==> src/rtl/ufc_pkg.sv <==
// Shared constants and types for the UART flow control block.
// Assumes a single core clock domain and a classic Wishbone register slave.
`default_nettype none
package ufc_pkg;
   // Register byte offsets.
   localparam logic [5:0] OFS_CTRL = 6'h00;
   localparam logic [5:0] OFS_LINE_STATUS = 6'h04;
   localparam logic [5:0] OFS_INT_EN = 6'h08;
   localparam logic [5:0] OFS_INT_FLAGS = 6'h0C;
   localparam logic [5:0] OFS_BAUD_DIV = 6'h10;
   localparam logic [5:0] OFS_OVERSAMPLE = 6'h14;
   localparam logic [5:0] OFS_TX_LOOK = 6'h18;
   localparam logic [5:0] OFS_PIN_CTRL = 6'h1C;
   localparam logic [5:0] OFS_QUEUE_DATA = 6'h20;
   localparam logic [5:0] OFS_XFER_CTRL = 6'h30;
   localparam logic [5:0] OFS_WAKE_EN = 6'h34;
   localparam logic [5:0] OFS_WAKE_FLAGS = 6'h38;
   // Control field positions.
   localparam int CTRL_W = 23;
   localparam int B_THD = 0;
   localparam int B_CTS_DIS = 7;
   localparam int B_HFC_EN = 13;
   localparam int B_RTSDC = 14;
   localparam int B_BCLKEN = 15;
   localparam int B_BCLKRDY = 19;
   localparam int B_UCAGM = 20;
   localparam int B_FDM = 21;
   localparam int B_DESM = 22;
   localparam logic [22:0] CTRL_RST = 23'h000080;
   localparam logic [22:0] CTRL_WMASK = 23'h77FCFF;
   localparam logic [22:0] CTRL_LPMASK = 23'h640000;
   // Status, interrupt and pin field positions.
   localparam int B_RX_LVL = 8;
   localparam int B_TX_LVL = 12;
   localparam int B_CTS_CHANGE_EVENT = 5;
   localparam int B_PIN_CTS = 0;
   localparam int B_PIN_RTS = 1;
   localparam logic [3:0] RX_DEPTH = 4'h8;
   // Plain storage words: divisor, oversample, transfer engine, wakeup enable.
   localparam int N_PLAIN = 4;
   typedef struct packed {
      logic cyc;
      logic stb;
      logic we;
      logic [3:0] sel;
      logic [5:0] adr;
      logic [31:0] dat;
   } ufc_wb_req_t;
   typedef enum logic [1:0] {TX_IDLE = 2'b01, TX_SEND = 2'b10} ufc_tx_state_t;
   // Expands byte selects into a bit mask.
   function automatic logic [31:0] selMask(input logic [3:0] sel);
      logic [31:0] m;
      m = 32'h0000_0000;
      for (int i = 0; i < 4; i++) begin
         m[8*i +: 8] = {8{sel[i]}};
      end
      return m;
   endfunction : selMask
endpackage : ufc_pkg
`default_nettype wire

==> src/rtl/ufc_flow_ctrl.sv <==
// UART flow control core: register slave, CTS monitor, RTS driver, transmit pacing.
// Assumes classic Wishbone on core_clk and a receive/transmit datapath on the same clock.
// How it works
// - Transmit waits for asserted CTS under flow control.
// - Flow enable gives CTS and RTS to hardware.
// - Select zero: drop RTS at full queue.
// - Select one: drop RTS at threshold or more.
// - Send back to back while CTS and data.
// - Finish current character, then wait for CTS.
// - Flow control raises no queue interrupts.
// - Pin register shows current CTS level.
// - Pin register RTS bit drives, reads RTS.
// - Every monitored CTS change sets flag; enable gates request.
// - Change flag stays until one written.
// - CTS monitoring off while baud clock off.
// - Low-power bit 22 selects dual-edge sampling.
// - Low-power bit 21 selects half-step divisor.
// - Bit 20 gates clock when fully idle.
// - Bit 19 reads baud clock ready.
// - Independent register set, 0x00 to 0x34; 0x18, 0x20 and 0x38 read zero.
// - Every reset source returns fields to reset.
// - Receive queue depth is eight.
// - CTS sampling disable, bit 7, resets one.
// - Release select bit 14, enable bit 13.
`default_nettype none
module ufc_flow_ctrl #(
   parameter bit LOW_POWER = 1'b1
) (
   // Clock and reset.
   input wire logic core_clk,
   input wire logic reset,
   input wire logic periphReset,
   // Wishbone slave.
   input wire ufc_pkg::ufc_wb_req_t wbReq,
   output logic [31:0] wbDatO,
   output logic wbAck,
   // Handshake pins, active low.
   input wire logic ctsPin_n,
   output logic rtsPin_n,
   // Datapath status.
   input wire logic [3:0] rxLevel,
   input wire logic [3:0] txLevel,
   input wire logic rxBusy,
   input wire logic baudClkStable,
   // Transmit shifter control.
   input wire logic txQueueValid,
   input wire logic txCharDone,
   output logic txStart,
   // System outputs.
   output logic irq,
   output logic clkGateOn,
   output logic [22:0] ctrlCfg
);
   typedef struct packed {
      logic ack;
      logic [31:0] rdData;
      logic [22:0] ctrl;
      logic [31:0] intEn;
      logic ctsFlag;
      logic pinRts;
      logic ctsSeen;
      logic irq;
      logic rtsPin;
      logic clkGate;
      logic bclkRdy;
      logic [ufc_pkg::N_PLAIN-1:0][31:0] plain;
   } ufc_state_t;

   localparam ufc_state_t ST_RST = '{
      ctrl: ufc_pkg::CTRL_RST,
      pinRts: 1'b1,
      rtsPin: 1'b1,
      default: '0
   };

   ufc_state_t st_r;
   ufc_state_t st_nxt;
   logic ctsLevel;
   logic txBusy;
   logic access;
   logic wr;
   logic [31:0] mask;
   logic [22:0] ctrlMask;
   logic [31:0] rdWord;
   logic monitorOn;
   logic ctsAsserted;
   logic rtsDrop;
   logic ctsClear;
   logic txPermit;

   // CTS comes from another device and is filtered before anything looks at it.
   ufc_pin_sync #(
      .RST_LEVEL(1'b1)
   ) ctsSync (
      .core_clk(core_clk),
      .reset(reset),
      .pinIn(ctsPin_n),
      .level(ctsLevel)
   );

   // Only characters not yet started are held back, so a dropped CTS never tears a frame.
   ufc_tx_pacer txPacer (
      .core_clk(core_clk),
      .reset(reset),
      .permit(txPermit),
      .queueValid(txQueueValid),
      .charDone(txCharDone),
      .start(txStart),
      .busy(txBusy)
   );

   // Bus decode terms and the control write mask.
   always_comb begin
      access = wbReq.cyc && wbReq.stb && !st_r.ack;
      wr = access && wbReq.we;
      mask = ufc_pkg::selMask(wbReq.sel);
      ctrlMask = ufc_pkg::CTRL_WMASK;
      if (!LOW_POWER) begin
         ctrlMask = ufc_pkg::CTRL_WMASK & ~ufc_pkg::CTRL_LPMASK;
      end
   end

   // Flow control terms derived from the current state.
   always_comb begin
      monitorOn = st_r.ctrl[ufc_pkg::B_BCLKEN] && !st_r.ctrl[ufc_pkg::B_CTS_DIS];
      ctsAsserted = !ctsLevel;
      txPermit = !st_r.ctrl[ufc_pkg::B_HFC_EN] || st_r.ctsSeen;
      if (st_r.ctrl[ufc_pkg::B_RTSDC]) begin
         rtsDrop = rxLevel >= st_r.ctrl[ufc_pkg::B_THD +: 4];
      end else begin
         rtsDrop = rxLevel == ufc_pkg::RX_DEPTH;
      end
      ctsClear = wr && (wbReq.adr == ufc_pkg::OFS_INT_FLAGS)
         && wbReq.sel[0] && wbReq.dat[ufc_pkg::B_CTS_CHANGE_EVENT];
   end

   // Read multiplexer; unmapped offsets answer with zero.
   always_comb begin
      rdWord = 32'h0000_0000;
      unique case (wbReq.adr)
         ufc_pkg::OFS_CTRL: begin
            rdWord[22:0] = st_r.ctrl;
            rdWord[ufc_pkg::B_BCLKRDY] = st_r.bclkRdy;
         end
         ufc_pkg::OFS_LINE_STATUS: begin
            rdWord[ufc_pkg::B_RX_LVL +: 4] = rxLevel;
            rdWord[ufc_pkg::B_TX_LVL +: 4] = txLevel;
         end
         ufc_pkg::OFS_INT_EN: rdWord = st_r.intEn;
         ufc_pkg::OFS_INT_FLAGS: rdWord[ufc_pkg::B_CTS_CHANGE_EVENT] = st_r.ctsFlag;
         ufc_pkg::OFS_BAUD_DIV: rdWord = st_r.plain[0];
         ufc_pkg::OFS_OVERSAMPLE: rdWord = st_r.plain[1];
         ufc_pkg::OFS_PIN_CTRL: begin
            rdWord[ufc_pkg::B_PIN_CTS] = ctsLevel;
            rdWord[ufc_pkg::B_PIN_RTS] = st_r.rtsPin;
         end
         ufc_pkg::OFS_XFER_CTRL: rdWord = st_r.plain[2];
         ufc_pkg::OFS_WAKE_EN: rdWord = st_r.plain[3];
         default: rdWord = 32'h0000_0000;
      endcase
   end

   // Next state: register writes, CTS monitor, RTS and clock gating.
   always_comb begin
      st_nxt = st_r;
      st_nxt.ack = access;
      if (access) begin
         st_nxt.rdData = rdWord;
      end
      if (wr) begin
         unique case (wbReq.adr)
            ufc_pkg::OFS_CTRL: begin
               st_nxt.ctrl = (st_r.ctrl & ~(mask[22:0] & ctrlMask))
                  | (wbReq.dat[22:0] & mask[22:0] & ctrlMask);
            end
            ufc_pkg::OFS_INT_EN: begin
               st_nxt.intEn = (st_r.intEn & ~mask) | (wbReq.dat & mask);
            end
            ufc_pkg::OFS_BAUD_DIV: begin
               st_nxt.plain[0] = (st_r.plain[0] & ~mask) | (wbReq.dat & mask);
            end
            ufc_pkg::OFS_OVERSAMPLE: begin
               st_nxt.plain[1] = (st_r.plain[1] & ~mask) | (wbReq.dat & mask);
            end
            ufc_pkg::OFS_PIN_CTRL: begin
               if (wbReq.sel[0]) begin
                  st_nxt.pinRts = wbReq.dat[ufc_pkg::B_PIN_RTS];
               end
            end
            ufc_pkg::OFS_XFER_CTRL: begin
               st_nxt.plain[2] = (st_r.plain[2] & ~mask) | (wbReq.dat & mask);
            end
            ufc_pkg::OFS_WAKE_EN: begin
               st_nxt.plain[3] = (st_r.plain[3] & ~mask) | (wbReq.dat & mask);
            end
            default: st_nxt.ctrl = st_r.ctrl;
         endcase
      end
      // The monitor freezes its last seen level while off, so re-enabling cannot fake a change.
      if (monitorOn) begin
         st_nxt.ctsSeen = ctsAsserted;
      end
      // A change in the same cycle as the clearing write wins over the clear.
      st_nxt.ctsFlag = (monitorOn && (ctsAsserted != st_r.ctsSeen))
         || (st_r.ctsFlag && !ctsClear);
      st_nxt.irq = st_r.ctsFlag && st_r.intEn[ufc_pkg::B_CTS_CHANGE_EVENT];
      if (st_r.ctrl[ufc_pkg::B_HFC_EN]) begin
         st_nxt.rtsPin = rtsDrop;
      end else begin
         st_nxt.rtsPin = st_r.pinRts;
      end
      st_nxt.bclkRdy = st_r.ctrl[ufc_pkg::B_BCLKEN] && baudClkStable;
      st_nxt.clkGate = st_r.ctrl[ufc_pkg::B_UCAGM] && !txBusy && !txQueueValid
         && !rxBusy;
      // The peripheral reset clears fields like the system reset but keeps the bus answering.
      if (periphReset) begin
         st_nxt = ST_RST;
         st_nxt.ack = access;
      end
   end

   // Each instance keeps its own copy of the whole register set.
   always_ff @(posedge core_clk or posedge reset) begin
      if (reset) begin
         st_r <= ST_RST;
      end else begin
         st_r <= st_nxt;
      end
   end

   // Outputs come straight from state flops.
   assign wbAck = st_r.ack;
   assign wbDatO = st_r.rdData;
   assign rtsPin_n = st_r.rtsPin;
   assign irq = st_r.irq;
   assign clkGateOn = st_r.clkGate;
   assign ctrlCfg = st_r.ctrl;

   // Full queue drops RTS one cycle later when the full-depth release is chosen.
   rtsFull_a: assert property (@(posedge core_clk) disable iff (reset || periphReset)
      st_r.ctrl[ufc_pkg::B_HFC_EN] && !st_r.ctrl[ufc_pkg::B_RTSDC]
      && rxLevel == ufc_pkg::RX_DEPTH |=> rtsPin_n)
      else $error("RTS not released at full receive queue.");

   // Threshold release holds RTS high while the level stays at or above it.
   rtsThresh_a: assert property (@(posedge core_clk) disable iff (reset || periphReset)
      st_r.ctrl[ufc_pkg::B_HFC_EN] && st_r.ctrl[ufc_pkg::B_RTSDC]
      && rxLevel >= st_r.ctrl[ufc_pkg::B_THD +: 4] |=> rtsPin_n)
      else $error("RTS asserted above the receive threshold.");

   // Below a full queue the full-depth release asserts RTS.
   rtsAssert_a: assert property (@(posedge core_clk) disable iff (reset || periphReset)
      st_r.ctrl[ufc_pkg::B_HFC_EN] && !st_r.ctrl[ufc_pkg::B_RTSDC]
      && rxLevel < ufc_pkg::RX_DEPTH |=> !rtsPin_n)
      else $error("RTS held off with room in the receive queue.");

   // Without flow control the pin follows the software bit.
   rtsSoft_a: assert property (@(posedge core_clk) disable iff (reset || periphReset)
      !st_r.ctrl[ufc_pkg::B_HFC_EN] |=> rtsPin_n == $past(st_r.pinRts))
      else $error("RTS pin does not follow the pin control bit.");

   // A monitored CTS change sets the flag on the next edge.
   ctsFlagSet_a: assert property (@(posedge core_clk) disable iff (reset || periphReset)
      monitorOn && ctsAsserted != st_r.ctsSeen |=> st_r.ctsFlag)
      else $error("CTS change missed by the change flag.");

   // The flag stays until a one is written to it.
   ctsFlagHold_a: assert property (@(posedge core_clk) disable iff (reset || periphReset)
      st_r.ctsFlag && !ctsClear |=> st_r.ctsFlag)
      else $error("CTS change flag dropped without a clearing write.");

   // With the enable clear no request reaches the output.
   irqMask_a: assert property (@(posedge core_clk) disable iff (reset || periphReset)
      !st_r.intEn[ufc_pkg::B_CTS_CHANGE_EVENT] |=> !irq)
      else $error("Interrupt raised while masked.");

   // With the baud clock off the monitor neither moves nor flags.
   ctsOff_a: assert property (@(posedge core_clk) disable iff (reset || periphReset)
      !st_r.ctrl[ufc_pkg::B_BCLKEN] && !st_r.ctsFlag |=> $stable(st_r.ctsSeen) && !st_r.ctsFlag)
      else $error("CTS monitored while the baud clock is off.");

   // Under flow control no start follows a deasserted CTS.
   txHold_a: assert property (@(posedge core_clk) disable iff (reset || periphReset)
      st_r.ctrl[ufc_pkg::B_HFC_EN] && !st_r.ctsSeen |=> !txStart)
      else $error("Character started while CTS is deasserted.");

   // Ready reads as one only while the baud clock is enabled and stable.
   bclkRdy_a: assert property (@(posedge core_clk) disable iff (reset || periphReset)
      !st_r.ctrl[ufc_pkg::B_BCLKEN] |=> !st_r.bclkRdy)
      else $error("Baud clock ready while disabled.");

   // Reserved upper control bits answer zero.
   rsvdZero_a: assert property (@(posedge core_clk) disable iff (reset || periphReset)
      access && !wbReq.we && wbReq.adr == ufc_pkg::OFS_CTRL |=> wbDatO[31:23] == 9'h000)
      else $error("Reserved control bits read non-zero.");

   // A pending change with its enable set requests the interrupt on the next edge.
   irqSet_a: assert property (@(posedge core_clk) disable iff (reset || periphReset)
      st_r.ctsFlag && st_r.intEn[ufc_pkg::B_CTS_CHANGE_EVENT] |=> irq)
      else $error("Enabled CTS change not requested.");

   // The CTS change flag is the only interrupt source; queue state never raises one.
   irqSource_a: assert property (@(posedge core_clk) disable iff (reset || periphReset)
      !st_r.ctsFlag |=> !irq)
      else $error("Interrupt raised without a CTS change.");

   // A clearing write with no new change in the same cycle empties the flag.
   ctsFlagClr_a: assert property (@(posedge core_clk) disable iff (reset || periphReset)
      ctsClear && !(monitorOn && ctsAsserted != st_r.ctsSeen) |=> !st_r.ctsFlag)
      else $error("CTS change flag survived its clearing write.");

   // Below the threshold the threshold release asserts RTS.
   rtsBelow_a: assert property (@(posedge core_clk) disable iff (reset || periphReset)
      st_r.ctrl[ufc_pkg::B_HFC_EN] && st_r.ctrl[ufc_pkg::B_RTSDC]
      && rxLevel < st_r.ctrl[ufc_pkg::B_THD +: 4] |=> !rtsPin_n)
      else $error("RTS held off below the receive threshold.");

   // The CTS bit of a pin register read is the filtered pin level.
   pinCtsRead_a: assert property (@(posedge core_clk) disable iff (reset || periphReset)
      access && !wbReq.we && wbReq.adr == ufc_pkg::OFS_PIN_CTRL
      |=> wbDatO[ufc_pkg::B_PIN_CTS] == $past(ctsLevel))
      else $error("Pin control read shows a stale CTS level.");

   // The RTS bit of a pin register read is the level on the RTS pin.
   pinRtsRead_a: assert property (@(posedge core_clk) disable iff (reset || periphReset)
      access && !wbReq.we && wbReq.adr == ufc_pkg::OFS_PIN_CTRL
      |=> wbDatO[ufc_pkg::B_PIN_RTS] == $past(rtsPin_n))
      else $error("Pin control read shows a stale RTS level.");

   // Ready follows an enabled and stable baud clock one edge later.
   bclkRdyOn_a: assert property (@(posedge core_clk) disable iff (reset || periphReset)
      st_r.ctrl[ufc_pkg::B_BCLKEN] && baudClkStable |=> st_r.bclkRdy)
      else $error("Baud clock ready missing while enabled and stable.");

   // Without auto gating the UART clock is never paused.
   noGate_a: assert property (@(posedge core_clk) disable iff (reset || periphReset)
      !st_r.ctrl[ufc_pkg::B_UCAGM] |=> !clkGateOn)
      else $error("UART clock gated with auto gating off.");
endmodule : ufc_flow_ctrl
`default_nettype wire

==> src/rtl/ufc_pin_sync.sv <==
// Three-stage synchroniser for one asynchronous pin.
// Assumes the pin may change at any time relative to core_clk.
`default_nettype none
module ufc_pin_sync #(
   parameter logic RST_LEVEL = 1'b1
) (
   // Clock and reset.
   input wire logic core_clk,
   input wire logic reset,
   // Pin and filtered level.
   input wire logic pinIn,
   output logic level
);
   typedef struct packed {
      logic s1;
      logic s2;
      logic s3;
      logic lvl;
   } ufc_sync_state_t;
   localparam ufc_sync_state_t SYNC_RST = '{RST_LEVEL, RST_LEVEL, RST_LEVEL, RST_LEVEL};
   ufc_sync_state_t st_r;
   ufc_sync_state_t st_nxt;
   // The first stage feeds only the second; a level counts once stages two and three agree.
   always_comb begin
      st_nxt = st_r;
      st_nxt.s1 = pinIn;
      st_nxt.s2 = st_r.s1;
      st_nxt.s3 = st_r.s2;
      if (st_r.s2 == st_r.s3) begin
         st_nxt.lvl = st_r.s3;
      end
   end
   always_ff @(posedge core_clk or posedge reset) begin
      if (reset) begin
         st_r <= SYNC_RST;
      end else begin
         st_r <= st_nxt;
      end
   end
   assign level = st_r.lvl;
endmodule : ufc_pin_sync
`default_nettype wire

==> src/rtl/ufc_tx_pacer.sv <==
// Decides when the transmit shifter may start its next character.
// Assumes the shifter pulses charDone once at the end of each character it was started on.
`default_nettype none
module ufc_tx_pacer (
   // Clock and reset.
   input wire logic core_clk,
   input wire logic reset,
   // Start conditions.
   input wire logic permit,
   input wire logic queueValid,
   input wire logic charDone,
   // Shifter control.
   output logic start,
   output logic busy
);
   typedef struct packed {
      ufc_pkg::ufc_tx_state_t fsm;
      logic start;
   } ufc_pacer_state_t;
   localparam ufc_pacer_state_t PACER_RST = '{ufc_pkg::TX_IDLE, 1'b0};
   ufc_pacer_state_t st_r;
   ufc_pacer_state_t st_nxt;
   // A character in flight always runs to its end; the permit is looked at only between them.
   always_comb begin
      st_nxt = st_r;
      st_nxt.start = 1'b0;
      unique case (st_r.fsm)
         ufc_pkg::TX_IDLE: begin
            if (permit && queueValid) begin
               st_nxt.fsm = ufc_pkg::TX_SEND;
               st_nxt.start = 1'b1;
            end
         end
         ufc_pkg::TX_SEND: begin
            if (charDone) begin
               st_nxt.fsm = ufc_pkg::TX_IDLE;
            end
         end
         default: st_nxt.fsm = ufc_pkg::TX_IDLE;
      endcase
   end
   always_ff @(posedge core_clk or posedge reset) begin
      if (reset) begin
         st_r <= PACER_RST;
      end else begin
         st_r <= st_nxt;
      end
   end
   assign start = st_r.start;
   assign busy = st_r.fsm == ufc_pkg::TX_SEND;
   // A start is only ever issued from a permitted idle cycle.
   startPermit_a: assert property (@(posedge core_clk) disable iff (reset)
      start |-> $past(permit) && $past(queueValid))
      else $error("Transmit started without permission.");
   // The shifter is never cut short by a dropped permit.
   charHold_a: assert property (@(posedge core_clk) disable iff (reset)
      busy && !charDone |=> busy)
      else $error("Character abandoned before completion.");
endmodule : ufc_tx_pacer
`default_nettype wire

==> config.mk <==
export PLATFORM = sky130hd
export DESIGN_NAME = ufc_flow_ctrl
export DESIGN_NICKNAME = d
export VERILOG_FILES = /design/src/rtl/ufc_pkg.sv /design/src/rtl/ufc_flow_ctrl.sv /design/src/rtl/ufc_pin_sync.sv /design/src/rtl/ufc_tx_pacer.sv
export SDC_FILE = /design/constraint.sdc
export NUM_CORES = 1
export LEC_CHECK = 0
export ABC_AREA = 0
export ABC_CLOCK_PERIOD_IN_PS = 9400
export BUFFER_PORTS_ARGS = -buffer_cell sky130_fd_sc_hd__buf_2
export CAP_MARGIN = 20
export CORE_ASPECT_RATIO = 1.4
export CORE_MARGIN = 4
export CORE_UTILIZATION = 46
export DETAILED_ROUTE_END_ITERATION = 8
export HOLD_SLACK_MARGIN = 0.02
export PLACE_DENSITY = 0.65
export SLEW_MARGIN = 20
export SYNTH_ARGS = -nofsm -noshare
export SYNTH_HDL_FRONTEND = slang
export SYNTH_HIERARCHICAL = 1
export SYNTH_SLANG_ARGS = --single-unit
==> constraint.sdc <==
create_clock -name core_clk -period 9.4 [get_ports core_clk]
set_input_delay 0.94 -clock core_clk [delete_from_list [all_inputs] [get_ports core_clk]]
set_output_delay 0.94 -clock core_clk [all_outputs]
set_load 0.02 [all_outputs]
Yosys cells after proc, flatten, opt, wreduce, memory -nomap -nowiden
Index checks and enable logic that the tools add are counted.

operators by class
  multiplexer cells = 27
  equal/unequal tests = 15
  bitwise operators = 16
  reductions and logical operators = 45
  $lt $le $gt $ge = 1

operators with widths
  operator                                       number
  2-to-1 mux 222 bit                             1
  bitwise AND 32 bit                             6
  2-to-1 mux 32 bit                              6
  bitwise OR 32 bit                              5
  2-to-1 mux 128 bit                             1
  one-hot mux 8 bit (7 select lines)             1
  2-to-1 mux 55 bit                              1
  bitwise AND 23 bit                             2
  one-hot mux 9 bit (5 select lines)             1
  one-hot mux 7 bit (6 select lines)             1
  NOT 32 bit                                     1
  2-to-1 mux 23 bit                              1
  NOT 23 bit                                     1
  bitwise OR 23 bit                              1
  nonzero test 2 bit                             11
  == test 6 x 5 -> 1 bit, second input constant  3
  one-hot mux 3 bit (6 select lines)             1
  logical AND 1 bit                              15
  one-hot mux 2 bit (7 select lines)             1
  AND reduction 2 bit                            7
  == test 6 x 4 -> 1 bit, second input constant  2
  == test 6 bit, second input constant           2
  one-hot mux 2 bit (6 select lines)             1
  zero test 1 bit                                8
  other kinds (17)                               24

storage, ports and cells
  word-level logic and storage cells = 125
  bits in registers = 230
  bits of input ports = 61
  output and inout port bits = 60

Longest topological paths before layout
Gate-level depths: netlist of the first run.

  depth in word-level cells = 10
  mapped depth = 7
  depth with buffers taken out = 7

Cells and area by module
The synthesis of the first run kept the hierarchy.

by module, submodules not included
  module         cells each  instances  area each (um^2)
  ufc_flow_ctrl  1206        1          10797.9
  ufc_tx_pacer   10          1          137.6
  ufc_pin_sync   6           1          120.1

Worst setup path before layout of the first run
Ideal clock, no wire load.

  kind = input to register
  start point = input port wbReq[37] (netlist name)
  end point = register st_r, in the netlist wbDatO[10]
  path buffers = 1
  setup slack = 6916 ps
  data required time = 9318 ps
  cell stages on the path = 6
  library setup time = 82 ps
  data arrival time = 2402 ps
  cell sequence = or4_1 > clkbuf_1 > or2_1 > a211oi_4 > a21oi_1 > a31oi_1

on the way
  cells in the longest elaborated chain, start to end = 4

ends and longest elaborated chain
  what                                   line                  RTL
  start: declaration                     ufc_flow_ctrl.sv:34   input wire ufc_pkg::ufc_wb_req_t wbReq,
  == test 6 bit (tied with other cells)  ufc_flow_ctrl.sv:140  unique case (wbReq.adr)
  one-hot mux 8 bit (7 select lines) *   ufc_flow_ctrl.sv:140
  2-to-1 mux 32 bit *                    ufc_flow_ctrl.sv:167  if (access) begin
  2-to-1 mux 222 bit *                   ufc_flow_ctrl.sv:216  if (periphReset) begin
  end signal: assignment                 ufc_flow_ctrl.sv:227  st_r <= st_nxt;
  end: declaration                       ufc_flow_ctrl.sv:76   ufc_state_t st_r;

Mark *: on every way between the ends. The rest lies on a longest branch, timed or not. The select of a mux whose other input is x is not followed.
A chain may end at the register's enable or synchronous reset.

Final worst setup path of the first run
  start point = input port wbReq[34] (netlist name)
  end point = register st_r[106] (netlist name)

on the way
  cells in the longest elaborated chain, start to end = 3

ends and longest elaborated chain
  what                           line                  RTL
  == test 6 bit                  ufc_flow_ctrl.sv:171  unique case (wbReq.adr)
  nonzero test 2 bit (no line)   --
  AND reduction 2 bit (no line)  --

No other way between the ends.

==> results of run 1 <==
## cell type report
class	count	area (um2)	area share (%)
clock buffers	32	679.4	5.557
flip-flops and latches	227	5690	46.54
repair buffers	136	754.5	6.171
multi-input cells	835	4547	37.19
well taps	306	382.9	3.131
clock inverters	8	115.1	0.9415
inverters	12	57.56	0.4707
## how the worst min path moves through the flow
stage,from,to,slack (ns)
3_3_place_gp,ctsSync/st_nxt[2]$_DFF_PP1_,ctsSync/st_nxt[1]$_DFF_PP1_,0.35
3_5_place_dp,ctsSync/st_nxt[2]$_DFF_PP1_,ctsSync/st_nxt[1]$_DFF_PP1_,0.35
6_report,reset,txPacer/st_r[2]$_DFFE_PP0P_,0.35
4_1_cts,reset,txPacer/st_r[2]$_DFFE_PP0P_,0.33
5_1_grt,reset,txPacer/st_r[2]$_DFFE_PP0P_,0.35
2_1_floorplan,ctsSync/st_nxt[2]$_DFF_PP1_,ctsSync/st_nxt[1]$_DFF_PP1_,0.35
## power breakdown
group	switching, mW	leakage (nW)	total (mW)	internal, mW
sequential	0.00775	3.13	0.996	0.989
combinational	0.104	1.53	0.141	0.0377
clock	0.383	0.398	0.967	0.584
## critical path: cells and delay by family
family          cells  cell delay [ns]
buf+inv             3             1.04
compound gates      1             0.07
simple gates        4             1.33
## metal layers
layer / part of all wire (%) / vias to the layer above / global-route usage, % / routed length, um
li1: - / 4297 / - / -
met5: 0.042 / - / 0 / 13
met4: 2.6 / 2 / 6.438 / 805
met3: 5.9 / 56 / 3.403 / 1811
met1: 42 / 4613 / 30.96 / 13090
met2: 49 / 296 / 37.69 / 15240
## stage by stage
step	hold slack (ns)	setup slack, ns
floorplan	0.3452	2.444
global placement	0.3549	5.867
detailed placement	0.3540	5.838
CTS	0.3293	6.348
global route	0.3497	6.094
finish	0.3484	6.302
## registers in the layout (all words and copies together) (netlist names), 2 cells and up
name,count
ctrlCfg,20
wbDatO,32
st_r,164
txPacer/st_r,2
ctsSync/st_nxt,2
## logic make-up after synthesis
group / count (synthesis) / synth area share, %
AO/OA/AOI/OAI: 307 / 16.65
XOR/XNOR: 1 / 0.07924
adder cells (fa/ha/maj): 5 / 0.5546
buffers and inverters: 162 / 7.673
flip-flops: 227 / 51.47
multiplexers: 39 / 3.542
other: 1 / 0.03392
AND/OR/NAND/NOR: 480 / 20.00
## cells in the final DEF, fill, tap and decap left out, drive strengths merged, types with 8 or more instances in the layout
| cell | Yosys | layout |
|---|---|---|
| dfrtp | 219 | 219 |
| nor2 | 32 | 32 |
| nand3 | 186 | 186 |
| dfstp | 8 | 8 |
| a22oi | 19 | 19 |
| o22ai | 10 | 10 |
| o21ai | 11 | 11 |
| buf | 81 | 136 |
| a311oi | 9 | 9 |
| nand2 | 220 | 220 |
| clkbuf | 69 | 32 |
| nor3 | 8 | 8 |
| a221oi | 28 | 28 |
| inv | 11 | 10 |
| a21oi | 198 | 198 |
| a211oi | 14 | 14 |
| mux2i | 38 | 38 |
==> key figures, run 1 <==
STA
  – Period utilization: ~33%
  – Max Clock Freq: 322.8 MHz
  – Slew HR: 28.69%
  – RSZ-0062 raised after global routing: false
  – Slew @ Worst Pin: between 1 and 1.5 ns
  – Setup_tns: 0 ns
  – Crit path time final: between 3 and 4 ns
  – Final setup vio count: 0
  – Final Hold Viols: 0
  – Clock Skews: around 0.011 ns
  – Slew Viols, Final: 0

Clock tree
  – Clock Root Buffer: clkbuf_16
  – Worst-path clk slew: around 0.060 ns
  – Hold-fix buffers, CTS: 0
  – # resized after CTS: 0
  – TritonCTS sink count: roughly 230
  – H-tree levels: 1
  – Cts bufs inserted: 23
  – CTS Buffer Depth: 3
  – CTS tree: yes
  – Clock latency on the worst-skew pair: 0.51 ns
  – Total setup buffers inserted after CTS: 0

Pwr
  – Leakage power: 5.060 nW
  – Power per cell area: 172.1 mW/mm2
  – Max rail drop VDD: roughly 0.15 mV
  – Overall power: between 2 and 2.5 mW

Global routing
  – Largest net degree at the start of global routing: approximately 160
  – Number of global-route vias before repair: approximately 8900
  – GRT Util Overall: between 20 and 25%
  – Global route overflow: 0
  – Initial antenna violation count: 1
  – Global-route wire length before repair: around 50000 um

Synth
  – Sequential area share after synthesis: roughly half
  – Async SR Flop Fraction: 100.0%
  – Synthesized flop and latch total: roughly 230
  – Synth top area cells: dfrtp_1 (50%), a21oi_1 (9.0%), nand3_1 (8.4%), nand2_1 (7.5%), buf_4 (3.9%)
  – Mapped Cells: between 1000 and 1500
  – Top cell type's share of synthesized area: 49.57%
  – Leading cell type by number of instances after synthesis: nand2_1
  – Total of warnings raised by yosys: 6
  – Synthesized area per cell: a little over 9 um2
  – Post-synth EDFFs: 0
  – Synth Flop Type: dfrtp_1
  – Mapped cell area: between 0.01 and 0.015 mm2
  – Unique masters post-synth: 56
  – Most frequent cells after synthesis: nand2_1 (220), dfrtp_1 (219), a21oi_1 (198), nand3_1 (186), clkbuf_1 (69)
  – Largest area contributor in the netlist: dfrtp_1

Worst setup path
  – Reg2Reg Capture Point: st_r[103]$_DFFE_PP0P_
  – Worst path cell trace: buf_2, buf_4, nand2b_1, nor2_4, buf_4, nand2_1, nand2_1, a21oi_1
  – Setup crit start kind: input pin
  – Crit-path max cell delay: about 0.64 ns
  – CP endpoint: st_r[106]$_DFFE_PP0P_
  – CP Class: in -> reg
  – R2r startpoint: wbAck$_DFF_PP0_
  – Worst Path Required: about 10 ns
  – Worst Reg2Reg Path Length in Cells: 6
  – Critical Path Start: wbReq[34]
  – R2R Setup Slk: around 7 ns
  – Worst Path Arrival: between 3 and 4 ns
  – CP max-delay cell: nor2_4
  – CP Max Fanout: 41
  – Crit end category: flop

Floorplan
  – Initial Utilization: 47.14%
  – Full die area: between 0.02 and 0.03 mm2
  – Die Height: around 190 um
  – Core Box Area: between 0.02 and 0.025 mm2
  – Row count: 66
  – # IOs: 121
  – Die width: about 140 um

Layout
  – Nets@finish: 1300
  – Share of layout cells above drive strength 1: between 10% and 20%
  – Post-route cell area: about 0.012 mm2
  – Ant diodes: 0
  – Post-Layout Cell Count: between 1500 and 2000
  – Filler Cells Inserted: ~2200
  – P&R area growth vs syn: 10.59%
  – Final Util: a little over half

Detailed routing
  – Detail Route Antenna Nets: 0
  – Vias per cell: between 5 and 6
  – WL/cell: 19.90 um
  – Drt pass-1 iters: 7
  – # DRC: 0
  – Iteration-0 DRC count of the detailed router: ~850
  – Final wirelength: roughly 31000 um
  – Total number of vias: just over 9000

Worst hold path
  – HP Class: in -> async

Run
  – MaxCap Viol Count: 0

Place
  – Placed Instances: roughly 1500
  – HPWL Detailed: roughly 19000 um
  – GPL Wtd Cong: approximately 0.8
  – Placed cell area: about 0.011 mm2
  – Port buffer count: 117

Status
  – Outcome: finished, final reports clean
Power figures use the tool's default switching activity.
==> run 2, diff against run 1 <==
--- a/config.mk
+++ b/config.mk
@@ -6,7 +6,7 @@
 export NUM_CORES = 1
 export LEC_CHECK = 0
 export ABC_AREA = 0
-export ABC_CLOCK_PERIOD_IN_PS = 9400
+export ABC_CLOCK_PERIOD_IN_PS = 2850
 export BUFFER_PORTS_ARGS = -buffer_cell sky130_fd_sc_hd__buf_2
 export CAP_MARGIN = 20
 export CORE_ASPECT_RATIO = 1.4
==> constraint.sdc (replaced) <==
create_clock -name core_clk -period 2.85 [get_ports core_clk]
set_input_delay 0.285 -clock core_clk [delete_from_list [all_inputs] [get_ports core_clk]]
set_output_delay 0.285 -clock core_clk [all_outputs]
set_load 0.02 [all_outputs]
==> key figures, run 2 (synthesized netlist as in run 1, its figures left out) <==
Clock tree
  – Worst-path clk slew: 0.06 ns (about the same)
  – Cts bufs inserted: 23 (unchanged)
  – Clock Root Buffer: clkbuf_16 (unchanged)
  – # resized after CTS: 0 (unchanged)
  – CTS tree: yes (unchanged)
  – Hold-fix buffers, CTS: 5 (was 0)
  – TritonCTS sink count: 227 (unchanged)
  – H-tree levels: 1 (unchanged)
  – Total setup buffers inserted after CTS: 0 (unchanged)
  – CTS Buffer Depth: 3 (unchanged)
  – Clock latency on the worst-skew pair: 0.51 ns (about the same)

Floorplan
  – Full die area: 0.02661 mm2 (unchanged)
  – Core Box Area: 0.02345 mm2 (unchanged)
  – # IOs: 121 (unchanged)
  – Initial Utilization: 47.14% (unchanged)
  – Die Height: 191.4 um (unchanged)
  – Row count: 66 (unchanged)
  – Die width: 139.0 um (unchanged)

Detailed routing
  – Vias per cell: 5.926 (was 5.954)
  – # DRC: 0 (unchanged)
  – Detail Route Antenna Nets: 0 (unchanged)
  – Iteration-0 DRC count of the detailed router: 953 (was 845)
  – WL/cell: 19.71 um (was 19.90 um)
  – Drt pass-1 iters: 7 (unchanged)
  – Final wirelength: 31050 um (was 30960 um)
  – Total number of vias: 9334 (was 9264)

Worst setup path
  – Setup crit start kind: flop (was input pin)
  – Critical Path Start: wbAck$_DFF_PP0_ (was wbReq[34])
  – Worst Path Required: 3.20 ns (was 9.74 ns)
  – Crit end category: flop (unchanged)
  – R2r startpoint: wbAck$_DFF_PP0_ (unchanged)
  – Worst Path Arrival: 2.58 ns (was 3.44 ns)
  – CP Class: reg -> reg (was in -> reg)
  – CP Max Fanout: 13 (was 41)

Pwr
  – Seq pwr share: 48.8% (was 47.3%)
  – Max rail drop VDD: 0.4509 mV (was 0.1519 mV)
  – Power per cell area: 543.0 mW/mm2 (was 172.1 mW/mm2)
  – Clock power share: 44.0% (was 45.9%)
  – Sw Pwr: 1.598 mW (was 0.4944 mW)
  – Leakage power: 5.141 nW (was 5.060 nW)
  – Combinational fraction of design power: 7.2% (was 6.7%)
  – Sw Share: 23.71% (was 23.49%)
  – Pint: 5.143 mW (was 1.610 mW)

STA
  – Slew HR: 42.97% (was 28.69%)
  – Max Clock Freq: 448.4 MHz
  – WHS: 0.07030 ns (was 0.3484 ns)
  – Period utilization: about four fifths
  – Clock Skews: 0.007955 ns (was 0.01090 ns)
  – Slew Viols, Final: 0 (unchanged)
  – Final Hold Viols: 0 (unchanged)
  – Final setup vio count: 0 (unchanged)
  – RSZ-0062 raised after global routing: false (unchanged)
  – Slew @ Worst Pin: 0.8555 ns (was 1.064 ns)
  – Crit path time final: 2.230 ns

Global routing
  – GRT Util Overall: 22.95% (was 22.62%)
  – Initial antenna violation count: 1 (unchanged)
  – Largest net degree at the start of global routing: 171 (was 159)
  – Number of global-route vias before repair: 9051 (was 8897)
  – Global-route wire length before repair: 50230 um (was 49430 um)
  – Global route overflow: 0 (unchanged)

Layout
  – P&R area growth vs syn: 12.29% (was 10.59%)
  – Post-route cell area: 0.01241 mm2 (was 0.01223 mm2)
  – Commonest cells after routing, fill and taps aside: nand2_1 (220), dfrtp_1 (219), a21oi_1 (198) (unchanged)
  – Commonest non-fill, non-tap cell in the layout: nand2_1 (unchanged)
  – Share of layout cells above drive strength 1: 16.15% (was 15.68%)
  – Largest register by flop count: st_r (unchanged)
  – Ant diodes: 0 (unchanged)
  – Largest register FFs: 164 (unchanged)
  – Nets@finish: 1320 (was 1300)

Status
  – Outcome: finished, final reports clean (unchanged)

Place
  – Port buffer count: 117 (unchanged)
  – Placed cell area: 0.01164 mm2 (was 0.01143 mm2)
  – GPL Wtd Cong: 0.8442 (was 0.7962)
  – HPWL Detailed: 20250 um (was 19330 um)

Worst hold path
  – Hold path start: wbReq[24]
  – HP Class: in -> reg (was in -> async)

Run
  – MaxCap Viol Count: 0 (unchanged)
run 2: final timing paths:
kind                                               end  slack, ns  cells after the start
max in group asynchronous       wbDatO[25]$_DFFE_PP0P_       1.50                      4
setup reg to reg                 st_r[110]$_DFFE_PP0P_       0.62                      6
min in group asynchronous  txPacer/st_r[2]$_DFFE_PP0P_       0.24                      3
setup / recovery                 st_r[110]$_DFFE_PP0P_       0.62                      6
hold reg to reg            ctsSync/st_nxt[1]$_DFF_PP1_       0.36                      0
hold / removal                   st_r[120]$_DFFE_PP0P_       0.07                      3
run 2: through the flow:
step | instances | setup TNS, ns | power [mW] | worst slack, ns | util (%)
2_1_floorplan | 1224 | -65.24 | 3.638 | -0.3006 | -
3_3_place_gp | 1530 | 0 | 3.826 | 0.4241 | 49.61
3_5_place_dp | 1531 | 0 | 3.830 | 0.3833 | 49.64
4_1_cts | 1575 | 0 | 6.799 | 0.6189 | 52.93
5_1_grt | 1575 | 0 | 6.971 | 0.4091 | 52.93
6_report | 1575 | 0 | 6.741 | 0.6196 | 52.93
run 2: power by group through the flow:
stage               sequential (mW)  combinational, mW  clock (mW)
detailed placement             3.34              0.485           0
finish                         3.29              0.486        2.97
global route                   3.29              0.530        3.15
global placement               3.34              0.481           0
CTS                            3.29              0.491        3.02
floorplan                      3.34              0.295           0
run 2: area by class of cell:
class	instances	area [um2]
Fill cell	2175	11040
Sequential cell	227	5690
Clock buffer	33	643.1
Tap cell	306	382.9
Multi-Input combinational cell	835	4547
Timing Repair Buffer	156	1022
Clock inverter	6	80.08
Inverter	12	48.80
run 2: critical path: stages, from the launching register on:
cell and delay (ns):
dfrtp_1 0.39, and4b_1 0.46, and2_1 0.51, buf_4 0.26, nand2_1 0.23, nand2_1 0.15, a21oi_1 0.07
run 2: metal layers:
layer | vias up | track usage, % | share of wire (%)
met1 | 4583 | 31.92 | 42
met5 | - | 0 | 0.052
li1 | 4329 | - | -
met2 | 360 | 37.49 | 49
met4 | 2 | 6.137 | 2.3
met3 | 60 | 3.929 | 6.6
